### src/rtl/cms_consts.svh
`ifndef CMS_CONSTS_SVH
`define CMS_CONSTS_SVH

// register byte offsets
`define CMS_OFF_CFG     8'h00
`define CMS_OFF_LIM     8'h04
`define CMS_OFF_CMD     8'h08
`define CMS_OFF_STAT    8'h0C
`define CMS_OFF_FLAG    8'h10
`define CMS_OFF_DIAG    8'h14
`define CMS_OFF_RES0    8'h40
`define CMS_OFF_RESN    8'h78

// configuration, limit, command and diagnostic word fields
`define CMS_CFG_RATE_LSB 0
`define CMS_CFG_TEN_BIT  3
`define CMS_CFG_LVL_BIT  4
`define CMS_CFG_MASK_LSB 8
`define CMS_CFG_DIS_LSB  20
`define CMS_LIM_OV_LSB   16
`define CMS_CMD_OK_BIT   8
`define CMS_DIAG_MF_BIT  12

// reset values
`define CMS_CFG_RST     32'h0000_0000
`define CMS_LIM_RST     32'h0000_0000

// codes and counts
`define CMS_ZERO_CODE   12'h200
`define CMS_CLR_CODE    12'hFFF
`define CMS_ST1_CODE    12'h555
`define CMS_ST2_CODE    12'hAAA
`define CMS_NCELL       12
`define CMS_NTEN        10
`define CMS_NRES        15
`define CMS_REF_CHAN    4'hF

// timing, figures in their own units
`define CMS_CLK_HZ      10000000
`define CMS_CMP7_MS     2000
`define CMS_WDT_MS      1500
`define CMS_CLR_MS      1
`define CMS_DIAG_US     16400
`define CMS_TOG_US      500
`define CMS_WIN_US      5
`define CMS_WIN_CYC     ((`CMS_WIN_US * `CMS_CLK_HZ) / 1000000)

`endif

### src/rtl/cms_pkg.sv
package cms_pkg;

  typedef enum logic [2:0] {
    CMS_IDLE  = 3'b000,
    CMS_WALK  = 3'b001,
    CMS_WAIT  = 3'b010,
    CMS_TIMED = 3'b011
  } cms_state_t;

  typedef enum logic [3:0] {
    CMS_OP_NONE = 4'h0,
    CMS_OP_CELL = 4'h1,
    CMS_OP_OW   = 4'h2,
    CMS_OP_CELK = 4'h3,
    CMS_OP_OWK  = 4'h4,
    CMS_OP_CLR  = 4'h6,
    CMS_OP_ST1  = 4'h7,
    CMS_OP_ST2  = 4'h8,
    CMS_OP_DIAG = 4'h9,
    CMS_OP_CMP  = 4'hF
  } cms_op_t;

endpackage : cms_pkg

### src/rtl/cms_seq.sv
`timescale 1ns/10ps
`include "cms_consts.svh"

module cms_seq
  import cms_pkg::*;
#(
  parameter int unsigned CMP2_CYC = 32'd130000,
  parameter int unsigned CMP3_CYC = 32'd1300000,
  parameter int unsigned CMP4_CYC = 32'd5000000,
  parameter int unsigned CMP5_CYC = 32'd5000000,
  parameter int unsigned CMP6_CYC = 32'd5000000,
  parameter int unsigned CMP7_CYC = (`CMS_CMP7_MS * (`CMS_CLK_HZ / 1000)),
  parameter int unsigned WDT_CYC  = (`CMS_WDT_MS * (`CMS_CLK_HZ / 1000)),
  parameter int unsigned CLR_CYC  = (`CMS_CLR_MS * (`CMS_CLK_HZ / 1000)),
  parameter int unsigned DIAG_CYC = (`CMS_DIAG_US * (`CMS_CLK_HZ / 1000000)),
  parameter int unsigned TOG_CYC  = (`CMS_TOG_US * (`CMS_CLK_HZ / 1000000))
) (
  // clock and reset
  input  wire logic        clk_sys_i,
  input  wire logic        rst_i,
  // ahb-lite slave
  input  wire logic        hsel_i,
  input  wire logic [7:0]  haddr_i,
  input  wire logic [1:0]  htrans_i,
  input  wire logic        hwrite_i,
  input  wire logic [2:0]  hsize_i,
  input  wire logic [31:0] hwdata_i,
  input  wire logic        hready_i,
  output logic [31:0]      hrdata_o,
  output logic             hreadyout_o,
  output logic             hresp_o,
  // converter front end
  output logic             adc_req_o,
  output logic [3:0]       adc_chan_o,
  input  wire logic        adc_done_i,
  input  wire logic [11:0] adc_code_i,
  input  wire logic        mux_fail_i,
  // serial link pins
  input  wire logic        serial_clk_i,
  input  wire logic        chip_sel_n_i,
  output logic             sdo_o,
  output logic             sdo_oe_o,
  // watchdog open-drain pin
  output logic             watchdog_out_n_o,
  output logic             watchdog_oe_o,
  input  wire logic        watchdog_in_i,
  // discharge switches
  output logic [11:0]      discharge_o
);

  cms_state_t  state_q;
  cms_op_t     op_q;
  logic [31:0] cfg_q, lim_q;
  logic [11:0] uv_flag_q, ov_flag_q;
  logic [11:0] diag_ref_q;
  logic        diag_mf_q, ref_got_q;
  logic [11:0] res_q [`CMS_NRES];
  logic [3:0]  chan_q;
  logic [31:0] tmr_q, per_q, wdt_q, tog_q;
  logic [7:0]  win_q;
  logic        wdt_fired_q;
  logic        tog_q_lvl;
  logic        dph_q, dwr_q;
  logic [7:0]  daddr_q;
  logic [31:0] hrdata_q;
  logic [2:0]  sck_s_q, csn_s_q;
  logic [1:0]  wdi_s_q;
  logic        sdo_val_q;

  logic [2:0]  rate;
  logic [11:0] mask, dis_cfg, uv_lim, ov_lim;
  logic        standby, busy, addr_ph, wr_cmd, cmd_ok, start_ok, any_wr;
  logic        last_chan, gate_on;
  cms_op_t     cmd_op;

  assign rate    = cfg_q[`CMS_CFG_RATE_LSB +: 3];
  assign mask    = cfg_q[`CMS_CFG_MASK_LSB +: 12];
  assign dis_cfg = cfg_q[`CMS_CFG_DIS_LSB +: 12];
  assign uv_lim  = lim_q[11:0];
  assign ov_lim  = lim_q[`CMS_LIM_OV_LSB +: 12];
  assign standby = (rate == 3'h0);
  assign busy    = (state_q != CMS_IDLE);

  // interval of the periodic check for each rate
  function automatic logic [31:0] cmp_cyc(input logic [2:0] r);
    cmp_cyc = (r == 3'h2) ? CMP2_CYC : (r == 3'h3) ? CMP3_CYC :
              (r == 3'h4) ? CMP4_CYC : (r == 3'h5) ? CMP5_CYC :
              (r == 3'h6) ? CMP6_CYC : CMP7_CYC;
  endfunction : cmp_cyc

  // cell channel in use: not masked and not cut by ten-cell select
  function automatic logic chan_used(input logic [3:0] c, input logic [11:0] m,
                                     input logic ten);
    chan_used = !m[c] && !(ten && (c >= 4'(`CMS_NTEN)));
  endfunction : chan_used

  assign addr_ph     = hsel_i && hready_i && htrans_i[1];
  assign hreadyout_o = 1'b1;
  assign hresp_o     = 1'b0;
  assign hrdata_o    = hrdata_q;
  assign any_wr      = dph_q && dwr_q;
  assign wr_cmd      = any_wr && (daddr_q == `CMS_OFF_CMD);
  assign cmd_ok      = hwdata_i[`CMS_CMD_OK_BIT];
  assign cmd_op      = cms_op_t'(hwdata_i[3:0]);
  // a start is taken only when idle, in measure mode, check bit set, outside window
  assign start_ok    = wr_cmd && cmd_ok && !busy && !standby && (win_q == 8'h00);

  always_ff @(posedge clk_sys_i or posedge rst_i) begin
    if (rst_i) begin
      dph_q   <= 1'b0;
      dwr_q   <= 1'b0;
      daddr_q <= 8'h00;
    end else begin
      dph_q   <= addr_ph;
      dwr_q   <= hwrite_i;
      daddr_q <= {haddr_i[7:2], 2'b00};
    end
  end

  // read data captured in the address phase, so the data phase needs no wait
  always_ff @(posedge clk_sys_i or posedge rst_i) begin
    if (rst_i) begin
      hrdata_q <= 32'h0000_0000;
    end else if (addr_ph && !hwrite_i) begin
      if (haddr_i[7:2] == `CMS_OFF_CFG >> 2) begin
        hrdata_q <= cfg_q;
      end else if (haddr_i[7:2] == `CMS_OFF_LIM >> 2) begin
        hrdata_q <= lim_q;
      end else if (haddr_i[7:2] == `CMS_OFF_STAT >> 2) begin
        hrdata_q <= {27'h0, sdo_val_q, wdi_s_q[1], !wdt_fired_q, |{uv_flag_q, ov_flag_q},
                     busy};
      end else if (haddr_i[7:2] == `CMS_OFF_FLAG >> 2) begin
        hrdata_q <= {4'h0, ov_flag_q, 4'h0, uv_flag_q};
      end else if (haddr_i[7:2] == `CMS_OFF_DIAG >> 2) begin
        hrdata_q <= {19'h0, diag_mf_q, diag_ref_q};
      end else if (haddr_i >= `CMS_OFF_RES0 && haddr_i <= `CMS_OFF_RESN) begin
        hrdata_q <= {20'h0, res_q[4'(haddr_i[7:2] - 6'h10)]};
      end else begin
        hrdata_q <= 32'h0000_0000;
      end
    end
  end

  // configuration; watchdog expiry restores the power-up configuration word, limits are kept
  always_ff @(posedge clk_sys_i or posedge rst_i) begin
    if (rst_i) begin
      cfg_q <= `CMS_CFG_RST;
      lim_q <= `CMS_LIM_RST;
    end else if (!standby && wdt_q >= WDT_CYC) begin
      cfg_q <= `CMS_CFG_RST;
    end else if (any_wr && daddr_q == `CMS_OFF_CFG) begin
      cfg_q <= hwdata_i;
    end else if (any_wr && daddr_q == `CMS_OFF_LIM) begin
      lim_q <= {4'h0, hwdata_i[27:16], 4'h0, hwdata_i[11:0]};
    end
  end

  always_ff @(posedge clk_sys_i or posedge rst_i) begin
    if (rst_i) begin
      wdt_q       <= 32'h0;
      wdt_fired_q <= 1'b0;
    end else if (any_wr && !(wr_cmd && !cmd_ok)) begin
      wdt_q       <= 32'h0;
      wdt_fired_q <= 1'b0;
    end else if (standby) begin
      wdt_q <= 32'h0;
    end else if (wdt_q >= WDT_CYC) begin
      wdt_q       <= 32'h0;
      wdt_fired_q <= 1'b1;
    end else begin
      wdt_q <= wdt_q + 32'h1;
    end
  end

  assign watchdog_out_n_o = 1'b0;
  assign watchdog_oe_o    = wdt_fired_q;

  always_ff @(posedge clk_sys_i or posedge rst_i) begin
    if (rst_i) begin
      wdi_s_q <= 2'b11;
    end else begin
      wdi_s_q <= {wdi_s_q[0], watchdog_in_i};
    end
  end

  // period runs through scans so the interval holds; a trigger met while busy is skipped
  always_ff @(posedge clk_sys_i or posedge rst_i) begin
    if (rst_i) begin
      per_q <= 32'h0;
    end else if (rate < 3'h2) begin
      per_q <= 32'h0;
    end else if (per_q >= cmp_cyc(rate) - 32'h1) begin
      per_q <= 32'h0;
    end else begin
      per_q <= per_q + 32'h1;
    end
  end

  // start of each check cycle opens a short blind window for starts
  always_ff @(posedge clk_sys_i or posedge rst_i) begin
    if (rst_i) begin
      win_q <= 8'h00;
    end else if (state_q == CMS_IDLE && rate >= 3'h2 && per_q >= cmp_cyc(rate) - 32'h1) begin
      win_q <= 8'(`CMS_WIN_CYC);
    end else if (win_q != 8'h00) begin
      win_q <= win_q - 8'h01;
    end
  end

  assign last_chan = (chan_q == 4'(`CMS_NCELL - 1));

  always_ff @(posedge clk_sys_i or posedge rst_i) begin
    if (rst_i) begin
      state_q <= CMS_IDLE;
      op_q    <= CMS_OP_NONE;
      chan_q  <= 4'h0;
      tmr_q   <= 32'h0;
    end else if (standby) begin
      state_q <= CMS_IDLE;
      op_q    <= CMS_OP_NONE;
    end else begin
      case (state_q)
        CMS_IDLE: begin
          chan_q <= 4'h0;
          tmr_q  <= 32'h0;
          if (start_ok) begin
            op_q <= cmd_op;
            if (cmd_op == CMS_OP_CLR || cmd_op == CMS_OP_DIAG) begin
              state_q <= CMS_TIMED;
            end else if (cmd_op != CMS_OP_NONE && cmd_op != CMS_OP_CMP) begin
              state_q <= CMS_WALK;
            end
          end else if (rate >= 3'h2 && per_q >= cmp_cyc(rate) - 32'h1) begin
            op_q    <= CMS_OP_CMP;
            state_q <= CMS_WALK;
          end
        end
        CMS_WALK: begin
          if (chan_used(chan_q, mask, cfg_q[`CMS_CFG_TEN_BIT])) begin
            state_q <= CMS_WAIT;
          end else if (last_chan) begin
            state_q <= CMS_IDLE;
          end else begin
            chan_q <= chan_q + 4'h1;
          end
        end
        CMS_WAIT: begin
          if (adc_done_i) begin
            if (last_chan) begin
              state_q <= CMS_IDLE;
            end else begin
              chan_q  <= chan_q + 4'h1;
              state_q <= CMS_WALK;
            end
          end
        end
        CMS_TIMED: begin
          tmr_q <= tmr_q + 32'h1;
          if ((op_q == CMS_OP_CLR && tmr_q >= CLR_CYC - 32'h1) ||
              (op_q == CMS_OP_DIAG && tmr_q >= DIAG_CYC - 32'h1)) begin
            state_q <= CMS_IDLE;
          end
        end
        default: begin
          state_q <= CMS_IDLE;
        end
      endcase
    end
  end

  // the reference is converted once at the start of a diagnose
  assign adc_req_o  = !standby && ((state_q == CMS_WAIT) ||
                      (state_q == CMS_TIMED && op_q == CMS_OP_DIAG && !ref_got_q));
  assign adc_chan_o = (state_q == CMS_TIMED) ? `CMS_REF_CHAN : chan_q;

  // results: codes stored raw, already offset binary from the converter
  always_ff @(posedge clk_sys_i or posedge rst_i) begin
    if (rst_i) begin
      for (int i = 0; i < `CMS_NRES; i++) begin
        res_q[i] <= `CMS_CLR_CODE;
      end
    end else if (!standby && state_q == CMS_TIMED && op_q == CMS_OP_CLR && tmr_q == 32'h0) begin
      for (int i = 0; i < `CMS_NRES; i++) begin
        res_q[i] <= `CMS_CLR_CODE;
      end
    end else if (!standby && state_q == CMS_WAIT && adc_done_i) begin
      if (op_q == CMS_OP_ST1 || op_q == CMS_OP_ST2) begin
        if (last_chan) begin
          for (int i = 0; i < `CMS_NRES; i++) begin
            res_q[i] <= (op_q == CMS_OP_ST1) ? `CMS_ST1_CODE : `CMS_ST2_CODE;
          end
        end
      end else if (op_q != CMS_OP_CMP) begin
        res_q[chan_q] <= adc_code_i;
      end
    end
  end

  // flags refreshed by every cell conversion outside the self-tests and by every periodic check
  always_ff @(posedge clk_sys_i or posedge rst_i) begin
    if (rst_i) begin
      uv_flag_q <= 12'h000;
      ov_flag_q <= 12'h000;
    end else if (state_q == CMS_WALK && !chan_used(chan_q, mask, cfg_q[`CMS_CFG_TEN_BIT])) begin
      uv_flag_q[chan_q] <= 1'b0;
      ov_flag_q[chan_q] <= 1'b0;
    end else if (!standby && state_q == CMS_WAIT && adc_done_i &&
                 op_q != CMS_OP_ST1 && op_q != CMS_OP_ST2) begin
      uv_flag_q[chan_q] <= (adc_code_i < uv_lim);
      ov_flag_q[chan_q] <= (adc_code_i > ov_lim);
    end
  end

  // diagnostic register; reference request held until its code arrives
  always_ff @(posedge clk_sys_i or posedge rst_i) begin
    if (rst_i) begin
      diag_ref_q <= 12'h000;
      diag_mf_q  <= 1'b0;
      ref_got_q  <= 1'b0;
    end else if (!standby && state_q == CMS_TIMED && op_q == CMS_OP_DIAG) begin
      if (!ref_got_q && adc_done_i) begin
        diag_ref_q <= adc_code_i;
        ref_got_q  <= 1'b1;
      end
      if (tmr_q >= DIAG_CYC - 32'h1) begin
        diag_mf_q <= mux_fail_i;
      end
    end else begin
      ref_got_q <= 1'b0;
    end
  end

  assign gate_on = (state_q == CMS_WAIT) &&
                   (op_q == CMS_OP_CELL || op_q == CMS_OP_OW || op_q == CMS_OP_CMP);

  always_comb begin
    discharge_o = dis_cfg;
    if (gate_on) begin
      discharge_o[chan_q] = 1'b0;
      if (chan_q != 4'h0) begin
        discharge_o[chan_q - 4'h1] = 1'b0;
      end
      if (!last_chan) begin
        discharge_o[chan_q + 4'h1] = 1'b0;
      end
    end
  end

  always_ff @(posedge clk_sys_i or posedge rst_i) begin
    if (rst_i) begin
      sck_s_q <= 3'b111;
      csn_s_q <= 3'b111;
    end else begin
      sck_s_q <= {sck_s_q[1:0], serial_clk_i};
      csn_s_q <= {csn_s_q[1:0], chip_sel_n_i};
    end
  end

  always_ff @(posedge clk_sys_i or posedge rst_i) begin
    if (rst_i) begin
      tog_q     <= 32'h0;
      tog_q_lvl <= 1'b0;
    end else if (tog_q >= TOG_CYC - 32'h1) begin
      tog_q     <= 32'h0;
      tog_q_lvl <= !tog_q_lvl;
    end else begin
      tog_q <= tog_q + 32'h1;
    end
  end

  // good state: high in level mode, 1kHz wave in toggle mode; busy or fault pulls low
  always_ff @(posedge clk_sys_i or posedge rst_i) begin
    if (rst_i) begin
      sdo_val_q <= 1'b1;
    end else if (sck_s_q[2] && !sck_s_q[1]) begin
      if (busy || |{uv_flag_q, ov_flag_q}) begin
        sdo_val_q <= 1'b0;
      end else begin
        sdo_val_q <= cfg_q[`CMS_CFG_LVL_BIT] ? 1'b1 : tog_q_lvl;
      end
    end
  end

  assign sdo_o    = 1'b0;
  assign sdo_oe_o = !csn_s_q[1] && !sdo_val_q;

endmodule : cms_seq

### config.mk
export PLATFORM = sky130hd
export DESIGN_NAME = cms_seq
export DESIGN_NICKNAME = d
export VERILOG_FILES = /design/src/rtl/cms_pkg.sv /design/src/rtl/cms_seq.sv
export VERILOG_INCLUDE_DIRS = /design/src /design/src/rtl
export SDC_FILE = /design/constraint.sdc
export NUM_CORES = 1
export LEC_CHECK = 0
export BUFFER_PORTS_ARGS = -buffer_cell sky130_fd_sc_hd__buf_2
export CORE_MARGIN = 2
export CORE_UTILIZATION = 35
export DETAILED_ROUTE_END_ITERATION = 8
export PLACE_DENSITY = 0.57
export SKIP_CTS_REPAIR_TIMING = 1
export SYNTH_ARGS = -nofsm -noshare
export SYNTH_HDL_FRONTEND = slang
export SYNTH_SLANG_ARGS = --single-unit
### constraint.sdc
create_clock -name clk_sys_i -period 16.07 [get_ports clk_sys_i]
set_clock_uncertainty 0.05 [all_clocks]
set_input_delay 1.607 -clock clk_sys_i [delete_from_list [all_inputs] [get_ports clk_sys_i]]
set_output_delay 1.607 -clock clk_sys_i [all_outputs]
set_load 0.02 [all_outputs]
==> qor.yml <==
clock_tree:
  clkSlewWorstSetupHoldPaths_ns: 0.06
  clk_latency_ns: 0.62
  clockRootBuffer: "clkbuf_16"
  cts_buffer_depth: 3
  cts_made_buffers: 52
  h-tree-depth: 2
  cts.sinks: 470
  tritoncts: "done"
global_route:
  grt_pass1_vias: 18778
  grt_pass1_wl_mm: 112
  grt_max_degree: 175
  met1_usage_pct: 27.3
  grtUsageMet2_pct: 30.1
  grt_usage_pct: 19.5
  antenna_found_initial: 8
  grt_use_met3_pct: 4.14
  grt-busiest-layer: "met2"
  grt_overflow_total: 0
floorplan:
  num_io_pins: 122
  die_x_um: 271
  die_area_sq_mm: 0.0732
  placement_rows: 97
  initial_core_util_pct: 35.5
  core-area_sq_mm: 0.0701
  die_h_um: 271
yosys:
  synthAdderAreaFrac_pct: 3.32
  ys_types: 77
  synth_warnings: 0
  syn_avg_cell_area_sq_um: 10.7
  ys_async_sr_fraction_pct: 100
  yosysTopAreaCell: "dfrtp_1"
  synth_compound_area_share_pct: 12.0
  ys_ff_latch: 470
  synth_commonest_cells: "dfrtp_1, o21ai_0, nand2_1"
  synth-xor-area-share_pct: 3.27
  synthSimpleGateAreaFrac_pct: 12.7
  netlist_area_sq_mm: 0.0249
  synth_enable_flop_cells: 0
  syn_inst: 2324
  ys_seq_area_share_pct: 48.2
  synth_ff_type: "dfrtp_1"
  muxShareOfSynthArea_pct: 16.6
  synth_top_family_by_area: "multiplexers"
  synth_top_area_share_pct: 28.4
  synth_area_leaders: "dfrtp_1, dfstp_2, mux2_4, o21ai_0, mux4_2"
run:
  drv_cap: 0
setup_path:
  crit_required_ns: 14.41
  path_cells: "inv_1 > ha_1 > nand2_1 > o21ai_0 > a31oi_1 > o21a_1 > buf_2"
  arrival_ns: 3.43
  cp-start-kind: "flop"
  crit_fanout: 18
  cp.buffers_inverters: 2
  critPathMaxStageDelay_ns: 0.78
  crit_type: "reg2out"
  worstReg2RegStart: "cfg_q[2]"
  reg2reg_slack_ns: 12.02
  crit_family: "simple AND/OR/NAND/NOR gates"
  reg2reg_depth: 12
  crit_path_end_kind: "output port"
  rr_endpoint: "per_q[14]"
  cp_slowest_cell: "nand2_1"
route:
  wl_mm: 71.8
  post_drt_wl_per_cell_um: 21.2
  route.detailed.drc: 0
  via_count: 18473
  first_pass_iters: 5
  ant_nets: 0
  via_per_inst: 5.44
  initialDrtViolationCount: 1524
min_path:
  holdCritPathClass: "reg2reg"
  min_from: "sck_s_q[0]"
  holdPathStages: 0
  whs_endpoint: "sck_s_q[1]"
sta:
  slew_headroom_pct: 25.5
  hold_viol: 0
  finalSetupTns_ns: 0
  setup_ws_ns: 10.99
  rsz0062_at_grt: "no"
  max_freq_ghz: 0.197
  finalSetupViolCount: 0
  period_minus_slack_ns: 5.08
  tightest_slew_ns: 1.11
  slew_violations: 0
  post-route-period-util_pct: 31.6
final_layout:
  final_cell_area_sq_mm: 0.0282
  stdcell_count: 3393
  drive_above_1_share_pct: 27.8
  final_util_pct: 40.1
  syn2layout_area_growth_pct: 13.1
  fin_nets: 2539
place:
  pre_cts_ws_ns: 11.37
  post-dp-hpwl_mm: 48.1
  place_area_sq_mm: 0.0263
  finalWeightedCongestion: 0.854
  placed_cells: 3292
  port-buffer-count: 113
pwr:
  ir_drop_mv: 0.0805
  p_per_area_mw_per_mm2: 99.1
  p_leak_nw: 11.8
outcome:
  status: "complete, no violations"
cells in the final DEF, fill, tap and decap left out, types with 37 or more instances in the layout:
cell,instances
mux2_1,37
buf_2,112
nor2_1,177
a21oi_1,84
nand3_1,78
mux2_2,75
nand2_1,235
inv_1,58
conb_1,38
mux4_2,46
mux2_4,100
xor2_1,55
clkbuf_16,53
dfstp_2,188
dfrtp_1,282
xnor2_1,38
o21ai_0,282
ha_1,66
registers in the layout, summed over array words and instances (netlist names), 3 cells and up:
name and count:
tog_q 32, ov_flag_q 12, chan_q 4, diag_ref_q 12
per_q 32, sck_s_q 3, hrdata_o 32, op_q 4
lim_q 24, cfg_q 32, win_q 8, daddr_q 6
res_q 180, tmr_q 32, wdt_q 32, uv_flag_q 12
area by class of cell:
cell class / count / area, sq um
Multi-Input combinational cell: 1675 / 12100
Clock buffer: 66 / 1440
Fill cell: 6819 / 42000
Sequential cell: 470 / 12000
Clock inverter: 32 / 382
Timing Repair Buffer: 148 / 843
Inverter: 59 / 229
Antenna cell: 3 / 7.51
Tap cell: 940 / 1180
cells by family after synthesis:
kind of cell	after synthesis
other	2
muxes	291
AOI/OAI and AO/OA	509
buffers and inverters	215
xor gates and xnor gates	93
and+or+nand+nor	678
adders and majority gates	66
DFF	470
routing by layer:
layer / wire length [um] / vias up
li1: - / 8365
met1: 32600 / 9395
met5: 23 / -
met2: 32100 / 593
met4: 2020 / 4
met3: 5090 / 116
where the power goes:
group	switching, mW	total, mW	leakage, nW	internal (mW)
Sequential	0.0261	1.24	5.74	1.22
Clock	0.523	1.28	0.896	0.762
Combinational	0.180	0.261	5.14	0.0808
worst max path at each step:
stage               startpoint             end  slack [ns]  depth (start not counted)
floorplan                rst_i        cfg_q[0]        1.62                          1
global placement    haddr_i[3]     hrdata_o[9]       11.38                          9
detailed placement  haddr_i[3]     hrdata_o[9]       11.37                          9
CTS                  chan_q[0]  discharge_o[2]       11.04                          7
global route         chan_q[0]  discharge_o[2]       10.82                          7
finish               chan_q[0]  discharge_o[2]       10.99                          7
stage by stage:
stage	total power, mW	hold WS, ns
final	2.79	0.300
after global routing	2.89	0.309
after CTS	2.81	0.298
after detailed placement	1.52	0.298
after global placement	1.52	0.300
after floorplan	1.42	0.295
No activity file was read; power rests on OpenSTA's default activity.
